### src/pkg/avc_pkg.sv
package avc_pkg;

	// Cycle counter layout
	localparam int CNT_W = 14;
	localparam int DEC_W = 6;
	localparam int SETTLE_BIT = 13;
	localparam logic [DEC_W-1:0] CONV_LAST = 6'h3f;
	localparam logic [DEC_W-1:0] RDY_LEAD = 6'h3e;
	localparam logic [CNT_W-1:0] CNT_RST = 14'h0000;

	// Data path widths
	localparam int RAW_W = 18;
	localparam int WORD_W = 16;
	localparam int GAIN_W = 16;
	localparam int GAIN_FRAC = 14;
	localparam int PROD_W = RAW_W + GAIN_W + 2;
	localparam int SCL_W = PROD_W - GAIN_FRAC;
	localparam int ACC_W = RAW_W + 3;
	localparam int SPAN_W = RAW_W + 1;
	localparam int REM_W = SPAN_W + 1;
	localparam int NUM_W = 30;

	// Values after reset
	localparam logic [GAIN_W-1:0] GAIN_UNITY = 16'h4000;
	localparam logic [RAW_W-1:0] OFS_RST = 18'h00000;
	localparam logic [WORD_W-1:0] WORD_RST = 16'h0000;

	// Averaging and gain computation
	localparam logic [2:0] AVG_LAST = 3'h7;
	localparam logic [NUM_W-1:0] CODE_SPAN = 30'h3fffc000;
	localparam logic [4:0] DIV_STEPS = 5'h1e;

	// Output range limits in scaled form
	localparam logic signed [SCL_W-1:0] BIP_MAX = 22'sh007fff;
	localparam logic signed [SCL_W-1:0] BIP_MIN = 22'sh3f8000;
	localparam logic signed [SCL_W-1:0] UNI_MAX = 22'sh00ffff;
	localparam logic signed [SCL_W-1:0] UNI_MIN = 22'sh000000;

	typedef enum logic [4:0] {
		CS_IDLE = 5'h01,
		CS_ALIGN = 5'h02,
		CS_SETTLE = 5'h04,
		CS_AVG = 5'h08,
		CS_CALC = 5'h10
	} avc_cal_state_t;

	typedef enum logic [1:0] {
		IN_PINS = 2'h0,
		IN_GND = 2'h1,
		IN_POS = 2'h2,
		IN_NEG = 2'h3
	} avc_in_sel_t;

	// Full-scale code for the given direction and input mode
	function automatic logic [WORD_W-1:0] full_scale(input logic neg, input logic bip);
		if (bip) begin
			full_scale = neg ? 16'h8000 : 16'h7fff;
		end else begin
			full_scale = neg ? 16'h0000 : 16'hffff;
		end
	endfunction

endpackage

### src/pkg/avc_cor_if.sv
interface avc_cor_if;
	import avc_pkg::*;
	logic signed [RAW_W-1:0] raw;
	logic signed [RAW_W-1:0] offset;
	logic [GAIN_W-1:0] gain;
	logic bipolar;
	logic load;
	logic clip;
	logic clip_neg;
	logic oor;
	logic [WORD_W-1:0] word;

	modport seq (
		output raw, offset, gain, bipolar, load, clip, clip_neg,
		input oor, word
	);
	modport cor (
		input raw, offset, gain, bipolar, load, clip, clip_neg,
		output oor, word
	);
endinterface

### src/hdl/avc_cycle_cnt.sv
module avc_cycle_cnt import avc_pkg::*; (
	// Clock and reset
	input wire logic clk_i,
	input wire logic rst_b_i,
	// Control
	input wire logic clr_i,
	// Status
	output logic [CNT_W-1:0] cnt_o,
	output logic conv_done_o,
	output logic settle_o
);

	logic [CNT_W-1:0] cnt_ff;

	always_ff @(posedge clk_i or negedge rst_b_i) begin
		if (!rst_b_i) begin
			cnt_ff <= CNT_RST;
		end else if (clr_i) begin
			cnt_ff <= CNT_RST;
		end else begin
			cnt_ff <= cnt_ff + 1'b1;
		end
	end

	assign cnt_o = cnt_ff;
	assign conv_done_o = cnt_ff[DEC_W-1:0] == CONV_LAST;
	assign settle_o = cnt_ff[SETTLE_BIT];

endmodule // avc_cycle_cnt

### src/hdl/avc_corrector.sv
module avc_corrector import avc_pkg::*; (
	// Clock and reset
	input wire logic clk_i,
	input wire logic rst_b_i,
	// Correction channel
	avc_cor_if.cor cor
);

	logic signed [SPAN_W-1:0] diff;
	logic signed [PROD_W-1:0] prod;
	logic signed [SCL_W-1:0] scaled;
	logic over_hi;
	logic over_lo;
	logic [WORD_W-1:0] word_ff;

	assign diff = {cor.raw[RAW_W-1], cor.raw} - {cor.offset[RAW_W-1], cor.offset};
	assign prod = diff * $signed({1'b0, cor.gain});
	assign scaled = prod[PROD_W-1:GAIN_FRAC];
	assign over_hi = cor.bipolar ? (scaled > BIP_MAX) : (scaled > UNI_MAX);
	assign over_lo = cor.bipolar ? (scaled < BIP_MIN) : (scaled < UNI_MIN);
	assign cor.oor = over_hi | over_lo;

	always_ff @(posedge clk_i or negedge rst_b_i) begin
		if (!rst_b_i) begin
			word_ff <= WORD_RST;
		end else if (cor.load) begin
			if (cor.clip) begin
				word_ff <= full_scale(cor.clip_neg, cor.bipolar);
			end else if (over_hi) begin
				word_ff <= full_scale(1'b0, cor.bipolar);
			end else if (over_lo) begin
				word_ff <= full_scale(1'b1, cor.bipolar);
			end else begin
				word_ff <= scaled[WORD_W-1:0];
			end
		end
	end

	assign cor.word = word_ff;

endmodule // avc_corrector

### src/hdl/avc_seq.sv
module avc_seq import avc_pkg::*; (
	// Clock and power-on reset
	input wire logic clk_i,
	input wire logic rst_b_i,
	// Control inputs
	input wire logic reset_pin_i,
	input wire logic sync_i,
	input wire logic cal_i,
	input wire logic bipolar_i,
	// Filter and modulator status
	input wire logic filt1_ovf_i,
	input wire logic filt1_ovf_neg_i,
	input wire logic signed [RAW_W-1:0] filt2_result_i,
	input wire logic mod_unstable_i,
	input wire logic mod_unstable_neg_i,
	// Parallel port
	input wire logic cs_n_i,
	input wire logic rd_n_i,
	output logic [WORD_W-1:0] data_o,
	output logic data_oe_n_o,
	output logic word_ready_n_o,
	// Serial validity
	output logic data_valid_flag_o,
	// Modulator and filter control
	output logic mod_reset_o,
	output logic [1:0] mod_in_sel_o,
	output logic mod_half_ref_o,
	output logic filter_reset_o,
	output logic cal_busy_o
);

	avc_cor_if cor_bus();

	logic [CNT_W-1:0] cnt;
	logic conv_done;
	logic settle;
	logic cnt_clr;

	logic sync_ff;
	logic rstp_ff;
	logic sync_rise;
	logic rstp_rise;
	logic abort;
	logic filt_hold;

	avc_cal_state_t cal_st_ff;
	avc_in_sel_t phase_ff;
	avc_in_sel_t nxt_phase;
	logic bip_cal_ff;
	logic cal_idle;
	logic more_steps;
	logic step_start;
	logic cal_done;
	logic calc_first_ff;

	logic [2:0] avg_cnt_ff;
	logic signed [ACC_W-1:0] acc_ff;
	logic signed [ACC_W-1:0] nxt_acc;
	logic signed [RAW_W-1:0] avg_zero_ff;
	logic signed [RAW_W-1:0] avg_pos_ff;
	logic signed [RAW_W-1:0] avg_neg_ff;

	logic signed [SPAN_W-1:0] span;
	logic [SPAN_W-1:0] den_ff;
	logic [REM_W-1:0] rem_ff;
	logic [REM_W-1:0] rem_sh;
	logic [NUM_W-1:0] num_ff;
	logic [4:0] div_cnt_ff;
	logic [GAIN_W-1:0] gain_new;

	logic signed [RAW_W-1:0] ofs_ff;
	logic [GAIN_W-1:0] gain_ff;

	logic ovf1_seen_ff;
	logic ovf1_neg_ff;
	logic ovf1_now;
	logic bad_ff;
	logic settled_ff;
	logic dvf_ff;
	logic nxt_dvf;
	logic mod_reset_ff;
	logic filt_reset_ff;

	avc_cycle_cnt u_cnt (
		.clk_i(clk_i),
		.rst_b_i(rst_b_i),
		.clr_i(cnt_clr),
		.cnt_o(cnt),
		.conv_done_o(conv_done),
		.settle_o(settle)
	);

	avc_corrector u_cor (
		.clk_i(clk_i),
		.rst_b_i(rst_b_i),
		.cor(cor_bus)
	);

	// Edge detection on sync and reset inputs
	always_ff @(posedge clk_i or negedge rst_b_i) begin
		if (!rst_b_i) begin
			sync_ff <= 1'b0;
			rstp_ff <= 1'b0;
		end else begin
			sync_ff <= sync_i;
			rstp_ff <= reset_pin_i;
		end
	end

	assign sync_rise = sync_i & ~sync_ff;
	assign rstp_rise = reset_pin_i & ~rstp_ff;
	assign abort = sync_rise | rstp_rise;
	assign filt_hold = sync_i | reset_pin_i;

	assign cal_idle = cal_st_ff == CS_IDLE;
	assign more_steps = (phase_ff == IN_GND) | ((phase_ff == IN_POS) & bip_cal_ff);
	assign nxt_phase = (phase_ff == IN_GND) ? IN_POS : IN_NEG;
	assign step_start = ((cal_st_ff == CS_ALIGN) & conv_done) |
		((cal_st_ff == CS_CALC) & calc_first_ff & more_steps);
	assign cal_done = (cal_st_ff == CS_CALC) & ~calc_first_ff & (div_cnt_ff == 5'h00);
	assign cnt_clr = filt_hold | mod_unstable_i | step_start | cal_done;

	// Calibration sequencer
	always_ff @(posedge clk_i or negedge rst_b_i) begin
		if (!rst_b_i) begin
			cal_st_ff <= CS_IDLE;
			phase_ff <= IN_PINS;
			bip_cal_ff <= 1'b0;
		end else if (abort || filt_hold) begin
			cal_st_ff <= CS_IDLE;
			phase_ff <= IN_PINS;
		end else begin
			case (cal_st_ff)
				CS_IDLE: begin
					if (cal_i) begin
						cal_st_ff <= CS_ALIGN;
						bip_cal_ff <= bipolar_i;
					end
				end
				CS_ALIGN: begin
					if (conv_done) begin
						cal_st_ff <= CS_SETTLE;
						phase_ff <= IN_GND;
					end
				end
				CS_SETTLE: begin
					if (settle) begin
						cal_st_ff <= CS_AVG;
					end
				end
				CS_AVG: begin
					if (conv_done && avg_cnt_ff == AVG_LAST) begin
						cal_st_ff <= CS_CALC;
					end
				end
				CS_CALC: begin
					if (calc_first_ff) begin
						if (more_steps) begin
							cal_st_ff <= CS_SETTLE;
							phase_ff <= nxt_phase;
						end
					end else if (div_cnt_ff == 5'h00) begin
						cal_st_ff <= CS_IDLE;
						phase_ff <= IN_PINS;
					end
				end
				default: begin
					cal_st_ff <= CS_IDLE;
				end
			endcase
		end
	end

	// Averaging of eight results per measurement step
	assign nxt_acc = acc_ff + ACC_W'(filt2_result_i);

	always_ff @(posedge clk_i or negedge rst_b_i) begin
		if (!rst_b_i) begin
			acc_ff <= '0;
			avg_cnt_ff <= 3'h0;
			avg_zero_ff <= OFS_RST;
			avg_pos_ff <= OFS_RST;
			avg_neg_ff <= OFS_RST;
			calc_first_ff <= 1'b0;
		end else begin
			calc_first_ff <= 1'b0;
			if (cal_st_ff != CS_AVG) begin
				acc_ff <= '0;
				avg_cnt_ff <= 3'h0;
			end else if (conv_done && !abort && !filt_hold) begin
				acc_ff <= nxt_acc;
				avg_cnt_ff <= avg_cnt_ff + 1'b1;
				if (avg_cnt_ff == AVG_LAST) begin
					calc_first_ff <= 1'b1;
					if (phase_ff == IN_GND) begin
						avg_zero_ff <= nxt_acc[ACC_W-1:3];
					end else if (phase_ff == IN_POS) begin
						avg_pos_ff <= nxt_acc[ACC_W-1:3];
					end else begin
						avg_neg_ff <= nxt_acc[ACC_W-1:3];
					end
				end
			end
		end
	end

	// Gain factor: full code span divided by measured span
	assign span = bip_cal_ff ? (SPAN_W'(avg_pos_ff) - SPAN_W'(avg_neg_ff)) :
		(SPAN_W'(avg_pos_ff) - SPAN_W'(avg_zero_ff));
	assign rem_sh = {rem_ff[REM_W-2:0], num_ff[NUM_W-1]};
	assign gain_new = (|num_ff[NUM_W-1:GAIN_W]) ? 16'hffff : num_ff[GAIN_W-1:0];

	always_ff @(posedge clk_i or negedge rst_b_i) begin
		if (!rst_b_i) begin
			den_ff <= '0;
			rem_ff <= '0;
			num_ff <= '0;
			div_cnt_ff <= 5'h00;
		end else if (cal_st_ff == CS_CALC && calc_first_ff && !more_steps) begin
			den_ff <= span[SPAN_W-1] ? 19'h00001 : span;
			rem_ff <= '0;
			num_ff <= CODE_SPAN;
			div_cnt_ff <= DIV_STEPS;
		end else if (div_cnt_ff != 5'h00) begin
			div_cnt_ff <= div_cnt_ff - 1'b1;
			if (rem_sh >= {1'b0, den_ff}) begin
				rem_ff <= rem_sh - {1'b0, den_ff};
				num_ff <= {num_ff[NUM_W-2:0], 1'b1};
			end else begin
				rem_ff <= rem_sh;
				num_ff <= {num_ff[NUM_W-2:0], 1'b0};
			end
		end
	end

	// Calibration registers
	always_ff @(posedge clk_i or negedge rst_b_i) begin
		if (!rst_b_i) begin
			ofs_ff <= OFS_RST;
			gain_ff <= GAIN_UNITY;
		end else if (reset_pin_i) begin
			ofs_ff <= OFS_RST;
			gain_ff <= GAIN_UNITY;
		end else if (cal_done && !sync_i) begin
			ofs_ff <= bip_cal_ff ? avg_zero_ff : avg_zero_ff;
			gain_ff <= gain_new;
		end
	end

	// Overflow tracking; a new overflow wins over the period clear
	always_ff @(posedge clk_i or negedge rst_b_i) begin
		if (!rst_b_i) begin
			ovf1_seen_ff <= 1'b0;
			ovf1_neg_ff <= 1'b0;
		end else if (conv_done) begin
			ovf1_seen_ff <= filt1_ovf_i;
			ovf1_neg_ff <= filt1_ovf_neg_i;
		end else if (filt1_ovf_i) begin
			ovf1_seen_ff <= 1'b1;
			ovf1_neg_ff <= filt1_ovf_neg_i;
		end
	end

	assign ovf1_now = ovf1_seen_ff | filt1_ovf_i;

	always_ff @(posedge clk_i or negedge rst_b_i) begin
		if (!rst_b_i) begin
			bad_ff <= 1'b0;
		end else if (conv_done && cal_idle && !filt_hold) begin
			bad_ff <= ovf1_now | cor_bus.oor;
		end
	end

	// Settling after power-up, sync, reset, calibration or instability
	always_ff @(posedge clk_i or negedge rst_b_i) begin
		if (!rst_b_i) begin
			settled_ff <= 1'b0;
		end else if (cnt_clr || !cal_idle) begin
			settled_ff <= 1'b0;
		end else if (settle) begin
			settled_ff <= 1'b1;
		end
	end

	assign nxt_dvf = calc_first_ff | (settled_ff & ~bad_ff & cal_idle & ~cnt_clr);

	always_ff @(posedge clk_i or negedge rst_b_i) begin
		if (!rst_b_i) begin
			dvf_ff <= 1'b0;
		end else begin
			dvf_ff <= nxt_dvf;
		end
	end

	// Modulator and filter control
	always_ff @(posedge clk_i or negedge rst_b_i) begin
		if (!rst_b_i) begin
			mod_reset_ff <= 1'b1;
			filt_reset_ff <= 1'b1;
		end else begin
			mod_reset_ff <= reset_pin_i | mod_unstable_i;
			filt_reset_ff <= filt_hold | mod_unstable_i;
		end
	end

	// Correction channel
	assign cor_bus.raw = filt2_result_i;
	assign cor_bus.offset = ofs_ff;
	assign cor_bus.gain = gain_ff;
	assign cor_bus.bipolar = bipolar_i;
	assign cor_bus.load = cal_idle & ~filt_hold & (conv_done | mod_unstable_i);
	assign cor_bus.clip = ovf1_now | mod_unstable_i;
	assign cor_bus.clip_neg = mod_unstable_i ? mod_unstable_neg_i :
		(filt1_ovf_i ? filt1_ovf_neg_i : ovf1_neg_ff);

	// Outputs
	assign data_o = cor_bus.word;
	assign data_oe_n_o = cs_n_i | rd_n_i;
	assign word_ready_n_o = ~settled_ff | ~cal_idle |
		(cnt[DEC_W-1:0] >= RDY_LEAD);
	assign data_valid_flag_o = dvf_ff;
	assign mod_reset_o = mod_reset_ff;
	assign mod_in_sel_o = phase_ff;
	assign mod_half_ref_o = bip_cal_ff & (phase_ff != IN_PINS);
	assign filter_reset_o = filt_reset_ff;
	assign cal_busy_o = ~cal_idle;

endmodule // avc_seq

### config.mk
export PLATFORM = sky130hd
export DESIGN_NAME = avc_seq
export DESIGN_NICKNAME = d
export VERILOG_FILES = /design/src/pkg/avc_pkg.sv /design/src/pkg/avc_cor_if.sv /design/src/hdl/avc_cycle_cnt.sv /design/src/hdl/avc_corrector.sv /design/src/hdl/avc_seq.sv
export SDC_FILE = /design/constraint.sdc
export NUM_CORES = 1
export LEC_CHECK = 0
export ABC_AREA = 0
export BUFFER_PORTS_ARGS = -buffer_cell sky130_fd_sc_hd__buf_2
export CORE_UTILIZATION = 30
export CTS_BUF_LIST = sky130_fd_sc_hd__clkbuf_8
export DETAILED_ROUTE_END_ITERATION = 10
export MAX_ROUTING_LAYER = met4
export PLACE_DENSITY = 0.43
export SYNTH_ARGS = -nofsm -noshare
export SYNTH_HDL_FRONTEND = slang
export SYNTH_SLANG_ARGS = --single-unit
### constraint.sdc
create_clock -name clk_i -period 14.26 [get_ports clk_i]
set_clock_uncertainty 0.15 [all_clocks]
set_input_delay 2.852 -clock clk_i [delete_from_list [all_inputs] [get_ports clk_i]]
set_output_delay 2.852 -clock clk_i [all_outputs]
set_load 0.05 [all_outputs]
After elaboration in Yosys (flattened, before gate mapping):

Cells that the tools add are included.

* register bits after elaboration: 233
* logic and storage cells: 187
* output and inout bits: 25

* equal/unequal tests: 16
* reductions and logical operators: 31
* bitwise gates (word level): 43
* add/sub/neg operators: 8
* muxes and demuxes: 56
* $lt $le $gt $ge: 6
* multiply operators: 1

Operators by type and width (count)
* 16-bit 2-to-1 mux: 11
* 19-bit 2-to-1 mux: 4
* 30-bit 2-to-1 mux: 2
* 18-bit by 18-bit subtractor with 19-bit output: 3
* 18-bit 2-to-1 mux: 3
* 5-bit 2-to-1 mux: 10
* 21-bit 2-to-1 mux: 2
* 19-bit by 17-bit multiplier with 36-bit output: 1
* 5-bit case mux with 5 select lines: 1
* 22-bit by 16-bit > comparator with 1-bit output, second input constant: 1
* 22-bit by 17-bit > comparator with 1-bit output, second input constant: 1
* 22-bit by 1-bit less-than comparator with 1-bit output, second input constant: 1
* 22-bit by 16-bit less-than comparator with 1-bit output, second input constant: 1
* 21-bit by 18-bit adder with 21-bit output: 1
* 20-bit by 19-bit greater-or-equal comparator with 1-bit output: 1
* 19-bit subtractor: 1
* 1-bit bitwise OR: 17
* 14-bit by 1-bit adder with 14-bit output, second input constant: 1
* 1-bit bitwise AND: 14
* 1-bit 2-to-1 mux: 14
* 14-bit 2-to-1 mux: 1
* 14-bit OR reduction: 1
* 1-bit inverter: 12
* 2-bit nonzero test: 6
* 30 further kinds: 51

Longest topological paths before layout:

Gate-level depths: netlist of the first run.

* depth after elaboration: 10
* gate-level depth with buffers: 40
* depth with buffers taken out: 36

Modules after synthesis:

From an unflattened synthesis of the first run, not the netlist that was laid out.

* cell total of the unflattened synthesis: 2850
* area total of the unflattened synthesis: 25693.4 sq um

Modules (own cells, without submodules)
* avc_corrector: times used 1, area an instance 13930.9 sq um, cells each 1617
* avc_seq: times used 1, area an instance 11069.4 sq um, cells each 1165
* avc_cycle_cnt: times used 1, area an instance 693.2 sq um, cells each 68

Least setup slack after synthesis of the first run:

Ideal clock, no wire load.

* kind: input-to-reg
* start: input port filt2_result_i[0]
* end: register u_cor.word_ff[6] (netlist: u_cor.cor.word[6])
* stages: 39
* library setup time: 81 ps
* setup slack: 2526 ps
* required time: 14029 ps
* path buffers: 6
* arrival time: 11503 ps
* path through: inv_1 ha_1 fa_1 nor2b_1 o21ai_0 a21boi_0 o21ai_0 nand2b_1 a21boi_0 o21ai_0 a211o_1 nand3_1 clkbuf_1 clkbuf_1 a22oi_1 fa_1 inv_1 fa_1 [3 not listed] fa_1 fa_1 inv_1 fa_1 inv_1 ha_1 clkbuf_1 nand4_1 or3_1 a311oi_1 o311ai_1 nor3b_1 nand4bb_1 or4_1 and2_4 buf_6 buf_12 o22ai_2

* cells in the longest elaborated chain, start to end: 7

Ends and longest elaborated chain
* start: declaration: line avc_seq.sv:13 `input wire logic signed [RAW_W-1:0] filt2_result_i,`
* 18-bit by 18-bit subtractor with 19-bit output (*): line avc_corrector.sv:16 `assign diff = {cor.raw[RAW_W-1], cor.raw} - {cor.offset[RAW_W-1], cor.offset};`
* 19-bit by 17-bit multiplier with 36-bit output (*): line avc_corrector.sv:17 `assign prod = diff * $signed({1'b0, cor.gain});`
* 22-bit by 1-bit less-than comparator with 1-bit output or 22-bit by 16-bit less-than comparator with 1-bit output (tied branches): line avc_corrector.sv:20 `assign over_lo = cor.bipolar ? (scaled < BIP_MIN) : (scaled < UNI_MIN);`
* 1-bit 2-to-1 mux: line avc_corrector.sv:20
* 16-bit 2-to-1 mux: line avc_corrector.sv:31 `end else if (over_lo) begin`
* 16-bit 2-to-1 mux (*): line avc_corrector.sv:29 `end else if (over_hi) begin`
* 16-bit 2-to-1 mux (*): line avc_corrector.sv:27 `if (cor.clip) begin`
* end signal: assignment: line avc_corrector.sv:28 `word_ff <= full_scale(cor.clip_neg, cor.bipolar);`
* end signal: assignment: line avc_corrector.sv:30 `word_ff <= full_scale(1'b0, cor.bipolar);`
* end signal: assignment: line avc_corrector.sv:32 `word_ff <= full_scale(1'b1, cor.bipolar);`
* end: declaration: line avc_corrector.sv:14 `logic [WORD_W-1:0] word_ff;`

Every way passes the cells marked *; elsewhere a longest branch is shown, timed or not.
A chain may end at the register's enable or synchronous reset.

Worst setup path in the final report of the first run:

* start: input port filt2_result_i[0]
* end: register u_cor.word_ff[14] (netlist: u_cor.cor.word[14])

The elaborated chain is that of the path after synthesis.

==> impl_metrics.csv, run 1 <==
group,metric,value,unit
logic_synthesis,synth-seq-area-share,0.2255,
detailed_routing,wl_per_cell,17.68,um
detailed_routing,dr.pass1.iters,5,
timing,finalSetupViolations,0,
timing,fmax,0.07913,GHz
floorplanning,rows,106,
global_routing,antenna_found_initial,1,
critical_path,max_stage_delay,0.76,ns
pwr,peakVddDrop,53.34,uV
critical_path,crit_arrival,13.05,ns
floorplanning,die_y,293.8,um
logic_synthesis,netlist_area,25550,um^2
critical_path,worstSetupPathType,"input port to flip-flop",
timing,rsz0062_at_grt,"false",
detailed_routing,ant_nets,0,
clocking,ctsHoldBuffers,0,
timing,fin_crit,12.64,ns
clocking,cts.sink_count,230,
timing,period_share,0.8862,
floorplanning,fp.dieW,293.8,um
timing,slew_headroom,0.2124,
pwr,finalPower,0.001730,W
worst_hold_path,hp-class,"flip-flop to flip-flop",
place,dpl_worst_slack,0.9493,ns
critical_path,cp_data_required_time,14.67,ns
pwr,p_seq_frac,0.386,
clocking,clk_pin_slew,0.06,ns
clocking,cts_root_buffer,"clkbuf_8",
flow_run,maxCapViolCount,0,
detailed_routing,num_vias,19470,
place,dp_hpwl,54360,um
timing,tns,0,ns
logic_synthesis,syn_avg_cell_area,8.981,um^2
logic_synthesis,syn-num-nets,3349,
floorplanning,initial_utilization,0.3043,
detailed_routing,routed_via_density,4.842,
layout,nFillCells,8665,
pwr,internal-power,0.001201,W
detailed_routing,wirelength,71090,um
run_status,status,"finished, final reports clean",
pwr,power_switching,0.0005288,W
floorplanning,dieArea,86340,um^2
place,port-buffer-count,54,
global_routing,gr-max-usage-layer,"met2",
layout,drive_above_1_share,0.09356,
pwr,power.share.combinational,0.163,
global_routing,grt-ovfl-total,0,
layout,instances_no_fill,4021,
critical_path,crit_top_cell,"fa_1",
clocking,cts_resized,0,
layout,syn_to_final_growth,10.13,%
clocking,clockBufferDepth,3,
timing,slew_violations,0,
logic_synthesis,ys_warn_count,0,
clocking,cts_tree,"yes",
pwr,clockPowerShare,0.451,
global_routing,use_met3,0.01941,
timing,hold_ws,0.3266,ns
pwr,leakagePower,13.54,nW
place,gp_congestion,0.8331,
place,placedCellCount,3936,
clocking,cts_made_buffers,46,
floorplanning,pin_count,55,
logic_synthesis,synthArstFlopShare,1.000,
logic_synthesis,ys_types,78,
logic_synthesis,ys.flop_type,"dfrtp_1",
timing,worst_slew_pin_slew,1.181,ns
detailed_routing,first_iter_violations,943,
layout,finalNetCount,3354,
global_routing,met2_usage,0.2960,
pwr,swShare,0.3056,
detailed_routing,drc,0,
clocking,post-cts-setup-buffer-count,0,
logic_synthesis,ys_ff_latch,230,
global_routing,track_usage,0.1756,
critical_path,worstPathMaxFanout,27,
global_routing,grt_start_max_net_pins,76,
floorplanning,core,83950,um^2
logic_synthesis,syn_inst,2845,
logic_synthesis,synth_edf_count,0,
critical_path,cp-end-kind,"flip-flop",
timing,hold_viol,0,
critical_path,critPathTopFamily,"adder cells",
critical_path,critPathSlowestCell,"fa_1",
pwr,powerDensity,61.49,nW/um^2
global_routing,grt_pass1_wl,116700,um
clocking,h-tree-depth,2,
global_routing,grtUsageMet1,0.2228,
global_routing,grt_pass1_vias,20740,
timing,fin_ws,1.623,ns
critical_path,critPathBufInv,5,
clocking,clk-insertion-delay-late,0.65,ns
critical_path,start_kind,"input port",
worst min-delay path, cell delays in order (launching register included):
cell     delay, ns
dfrtp_1       0.35
nand2_1       0.05
nand2_1       0.05
Yosys cell counts, types with 5 or more instances:
cell	count	area share
a211oi_1	18	0.0053
a21boi_0	7	0.0021
a21o_1	36	0.011
a21oi_1	136	0.027
a22o_1	41	0.014
a22oi_1	17	0.0050
a311oi_1	11	0.0038
a31o_2	5	0.0017
a31oi_1	14	0.0034
and2_1	87	0.021
and3_1	28	0.0069
buf_1	5	0.00073
clkbuf_1	128	0.019
dfrtp_1	226	0.22
fa_1	302	0.24
ha_1	172	0.084
inv_1	446	0.066
maj3_1	5	0.0020
mux2_2	51	0.022
mux2i_1	41	0.016
nand2_1	353	0.052
nand2b_1	44	0.011
nand3_1	77	0.015
nand3b_1	14	0.0041
nand4_1	13	0.0032
nor2_1	102	0.015
nor2b_1	46	0.011
nor3_1	53	0.010
nor3b_1	6	0.0018
nor4_1	9	0.0022
o211ai_1	23	0.0068
o21a_1	12	0.0035
o21ai_0	100	0.020
o21bai_1	8	0.0024
o22ai_1	6	0.0015
o22ai_2	11	0.0054
o311ai_0	5	0.0017
o31ai_1	6	0.0018
or2_2	10	0.0024
or3_1	14	0.0034
xnor2_1	69	0.024
xor2_1	36	0.012
kinds of logic after synthesis:
group,synth area share
AOI/OAI and AO/OA,0.1250
buffers and inverters,0.08697
xor gates and xnor gates,0.03599
and+or+nand+nor,0.1653
DFF,0.2255
muxes,0.03854
adders and majority gates,0.3228
per-stage QoR:
stage / area (um^2) / utilization
after floorplan: 25550 / -
after global placement: 27070 / 0.3225
after detailed placement: 27070 / 0.3225
after CTS: 28140 / 0.3352
after global routing: 28140 / 0.3352
final: 28140 / 0.3352
final timing paths:
path	end	slack, ns	from	depth (start not counted)
max reg2reg	u_cor.cor.word[14]	3.62	cor_bus.offset[0]	32
max in group asynchronous	avg_cnt_ff[0]	9.97	rst_b_i	3
max	u_cor.cor.word[14]	1.62	filt2_result_i[0]	34
min	cor_bus.gain[12]	0.33	cor_bus.gain[12]	2
min reg2reg	cor_bus.gain[12]	0.33	cor_bus.gain[12]	2
min in group asynchronous	bad_ff	2.03	rst_b_i	1
registers in the layout, indices dropped and copies added (netlist names), 2 cells and up:
register,cells
avg_neg_ff,18
u_cnt.cnt_o,14
mod_in_sel_o,2
u_cor.cor.word,16
acc_ff,21
avg_cnt_ff,3
cor_bus.offset,18
cal_st_ff,5
avg_pos_ff,18
num_ff,30
div_cnt_ff,5
den_ff,18
cor_bus.gain,16
avg_zero_ff,18
rem_ff,19
final cells by class:
| cell class | instances | area (um^2) | area share |
|---|---|---|---|
| multi-input combinational | 2031 | 17630 | 0.6266 |
| sequential | 230 | 5761 | 0.2047 |
| inverter | 446 | 1674 | 0.05949 |
| tap | 1134 | 1419 | 0.05042 |
| clock buffer | 60 | 825.8 | 0.02935 |
| timing repair buffer | 95 | 588.1 | 0.02090 |
| clock inverter | 24 | 236.5 | 0.008404 |
| antenna | 1 | 2.502 | 0.00008893 |
placed cells by master, fill, tap and decap left out, types with 7 or more instances in the layout:
master / n
o21bai_1: 8
o211ai_1: 23
inv_1: 456
mux2i_1: 41
nor2b_1: 46
a22o_1: 41
a22oi_1: 17
nor3_1: 52
nor2_1: 98
nand2b_1: 44
nor4_1: 8
xor2_1: 33
a31oi_1: 14
nand3b_1: 14
and3_1: 28
xnor2_1: 67
buf_4: 41
mux2_2: 51
a21oi_1: 136
o21ai_0: 100
and2_1: 87
a21o_1: 36
or2_2: 10
ha_1: 172
buf_2: 53
o21a_1: 12
a211oi_1: 18
clkbuf_8: 60
nand3_1: 77
fa_1: 302
a311oi_1: 11
nand2_1: 353
a21boi_0: 7
nand4_1: 13
or3_1: 13
o22ai_2: 11
dfrtp_1: 226
metal layers:
layer,vias to the layer above,part of all wire
met2,282,0.49
met1,9803,0.45
met5,-,0
met3,86,0.030
li1,9299,-
met4,0,0.026
power by group through the flow:
stage	logic (W)	clock network, W	registers (W)
2_1_floorplan	0.000163	0	0.000706
3_3_place_gp	0.000284	0	0.000679
3_5_place_dp	0.000287	0	0.000679
4_1_cts	0.000288	0.000813	0.000667
5_1_grt	0.000313	0.000845	0.000668
6_report	0.000282	0.000781	0.000668
(Power assumes the default switching activity.)
==> inputs of run 2 (changes only) <==
==> constraint.sdc (replaced) <==
create_clock -name clk_i -period 14.26 [get_ports clk_i]
set_clock_uncertainty 0.15 [all_clocks]
set_input_delay 1.426 -clock clk_i [delete_from_list [all_inputs] [get_ports clk_i]]
set_output_delay 1.426 -clock clk_i [all_outputs]
set_load 0.05 [all_outputs]
==> run 2 against run 1 <==
Against the previous run: register-to-register slack got worse by 0.23 ns; non-clock buffer count increased by 2; critical path type unchanged; via count increased by 0.79%; critical endpoint unchanged.
==> impl_metrics.csv, run 2 (synthesis gave the netlist of run 1 again) <==
group,metric,value,unit
pwr,swShare,0.3197,
layout,final_cell_mix,"454 x inv_1, 353 x nand2_1, 302 x fa_1",
floorplanning,pin_count,55,
global_routing,antenna_found_initial,1,
pwr,leakagePower,13.53,nW
timing,fmax,0.08766,GHz
critical_path,cp-end-kind,"flip-flop",
critical_path,worstPathMaxFanout,26,
run_status,status,"finished, final reports clean",
pwr,powerDensity,60.67,nW/um^2
pwr,p_seq_frac,0.392,
place,dpl_worst_slack,2.267,ns
place,dp_hpwl,54490,um
detailed_routing,routed_via_density,4.879,
clocking,cts_resized,0,
clocking,cts_made_buffers,46,
clocking,clk_pin_slew,0.06,ns
pwr,finalPower,0.001705,W
pwr,peakVddDrop,53.75,uV
global_routing,grt_pass1_wl,118200,um
timing,finalSetupViolations,0,
critical_path,critPathSlowestCell,"fa_1",
timing,fin_crit,11.41,ns
critical_path,worstSetupPathType,"input port to flip-flop",
floorplanning,dieArea,86340,um^2
timing,hold_viol,0,
critical_path,max_stage_delay,0.78,ns
global_routing,grt_pass1_vias,21100,
layout,drive_above_1_share,0.09560,
clocking,clk-insertion-delay-late,0.64,ns
timing,slew_headroom,0.2657,
detailed_routing,first_iter_violations,1088,
place,place_area,27100,um^2
global_routing,track_usage,0.1793,
layout,finalNetCount,3356,
layout,final_area,28100,um^2
critical_path,cp_data_required_time,14.66,ns
detailed_routing,wirelength,72670,um
detailed_routing,num_vias,19620,
detailed_routing,dr.pass1.iters,5,
critical_path,start_kind,"input port",
timing,period_share,0.8000,
clocking,cts_root_buffer,"clkbuf_8",
timing,fin_ws,2.852,ns
layout,largest_register_ffs,30,
clocking,post-cts-setup-buffer-count,0,
place,gp_congestion,0.8565,
layout,regMostFlops,"num_ff",
timing,rsz0062_at_grt,"false",
clocking,cts_tree,"yes",
timing,tns,0,ns
global_routing,grt-ovfl-total,0,
detailed_routing,wl_per_cell,18.07,um
timing,worst_slew_pin_slew,1.096,ns
pwr,internal-power,0.001160,W
clocking,h-tree-depth,2,
worst_hold_path,hp-class,"flip-flop to flip-flop",
floorplanning,rows,106,
place,port-buffer-count,54,
floorplanning,fp.dieW,293.8,um
layout,syn_to_final_growth,9.995,%
clocking,ctsHoldBuffers,0,
timing,slew_violations,0,
layout,fin_util,0.3348,
floorplanning,die_y,293.8,um
critical_path,crit_arrival,11.81,ns
detailed_routing,ant_nets,0,
layout,largestRegisters,"num_ff: 30 flops, acc_ff: 21 flops, rem_ff: 19 flops",
layout,layout_commonest_cell,"inv_1",
pwr,power_switching,0.0005452,W
pwr,clockPowerShare,0.441,
clocking,cts.sink_count,230,
floorplanning,core,83950,um^2
pwr,power.share.combinational,0.167,
global_routing,grt_start_max_net_pins,99,
detailed_routing,drc,0,
critical_path,crit_top_cell,"fa_1",
clocking,clockBufferDepth,3,
flow_run,maxCapViolCount,0,
floorplanning,initial_utilization,0.3043,
## run 2: per-stage QoR
step,std cells,hold WS (ns)
after floorplan,2845,0.2799
after global placement,3938,0.3084
after detailed placement,3938,0.3351
after CTS,4021,0.3494
after global routing,4022,0.3734
final,4022,0.3347
## run 2: cell type report
class,instances,area [um^2]
Clock inverter,28,242.7
Tap cell,1134,1419
Sequential cell,230,5761
Clock buffer,55,757.0
Antenna cell,1,2.502
Timing Repair Buffer,97,603.1
Multi-Input combinational cell,2031,17650
Inverter,446,1674
Fill cell,8728,55850
## run 2: metal layers
| layer | up-vias | GRT usage | wire, um |
|---|---|---|---|
| met4 | 0 | 0.05729 | 2294 |
| li1 | 9309 | - | - |
| met2 | 323 | 0.2972 | 35080 |
| met3 | 114 | 0.02032 | 2530 |
| met1 | 9877 | 0.2280 | 32770 |
| met5 | - | - | 0 |
## run 2: critical path, delay by kind of cell
kind	cells	cell delay [ns]
compound gates	10	2.30
xor+xnor	2	0.84
fa+ha+maj	8	4.14
buf+inv	5	0.65
simple gates	9	2.41
## run 2: final timing paths
path                              startpoint                  to  slack [ns]  depth (start not counted)
setup / recovery           filt2_result_i[0]  u_cor.cor.word[14]        2.85                         34
hold / removal               cor_bus.gain[9]     cor_bus.gain[9]        0.33                          2
setup reg to reg           cor_bus.offset[0]  u_cor.cor.word[14]        3.39                         32
hold reg to reg              cor_bus.gain[9]     cor_bus.gain[9]        0.33                          2
max in group asynchronous            rst_b_i          num_ff[16]       11.73                          2
min in group asynchronous            rst_b_i              bad_ff        0.69                          1
## run 2: power groups by stage
stage / logic (W) / registers, W / clock network [W]
floorplan: 0.000163 / 0.000706 / 0
global route: 0.000317 / 0.000669 / 0.000813
CTS: 0.000291 / 0.000668 / 0.000787
global placement: 0.000288 / 0.000679 / 0
finish: 0.000286 / 0.000668 / 0.000752
detailed placement: 0.000290 / 0.000679 / 0
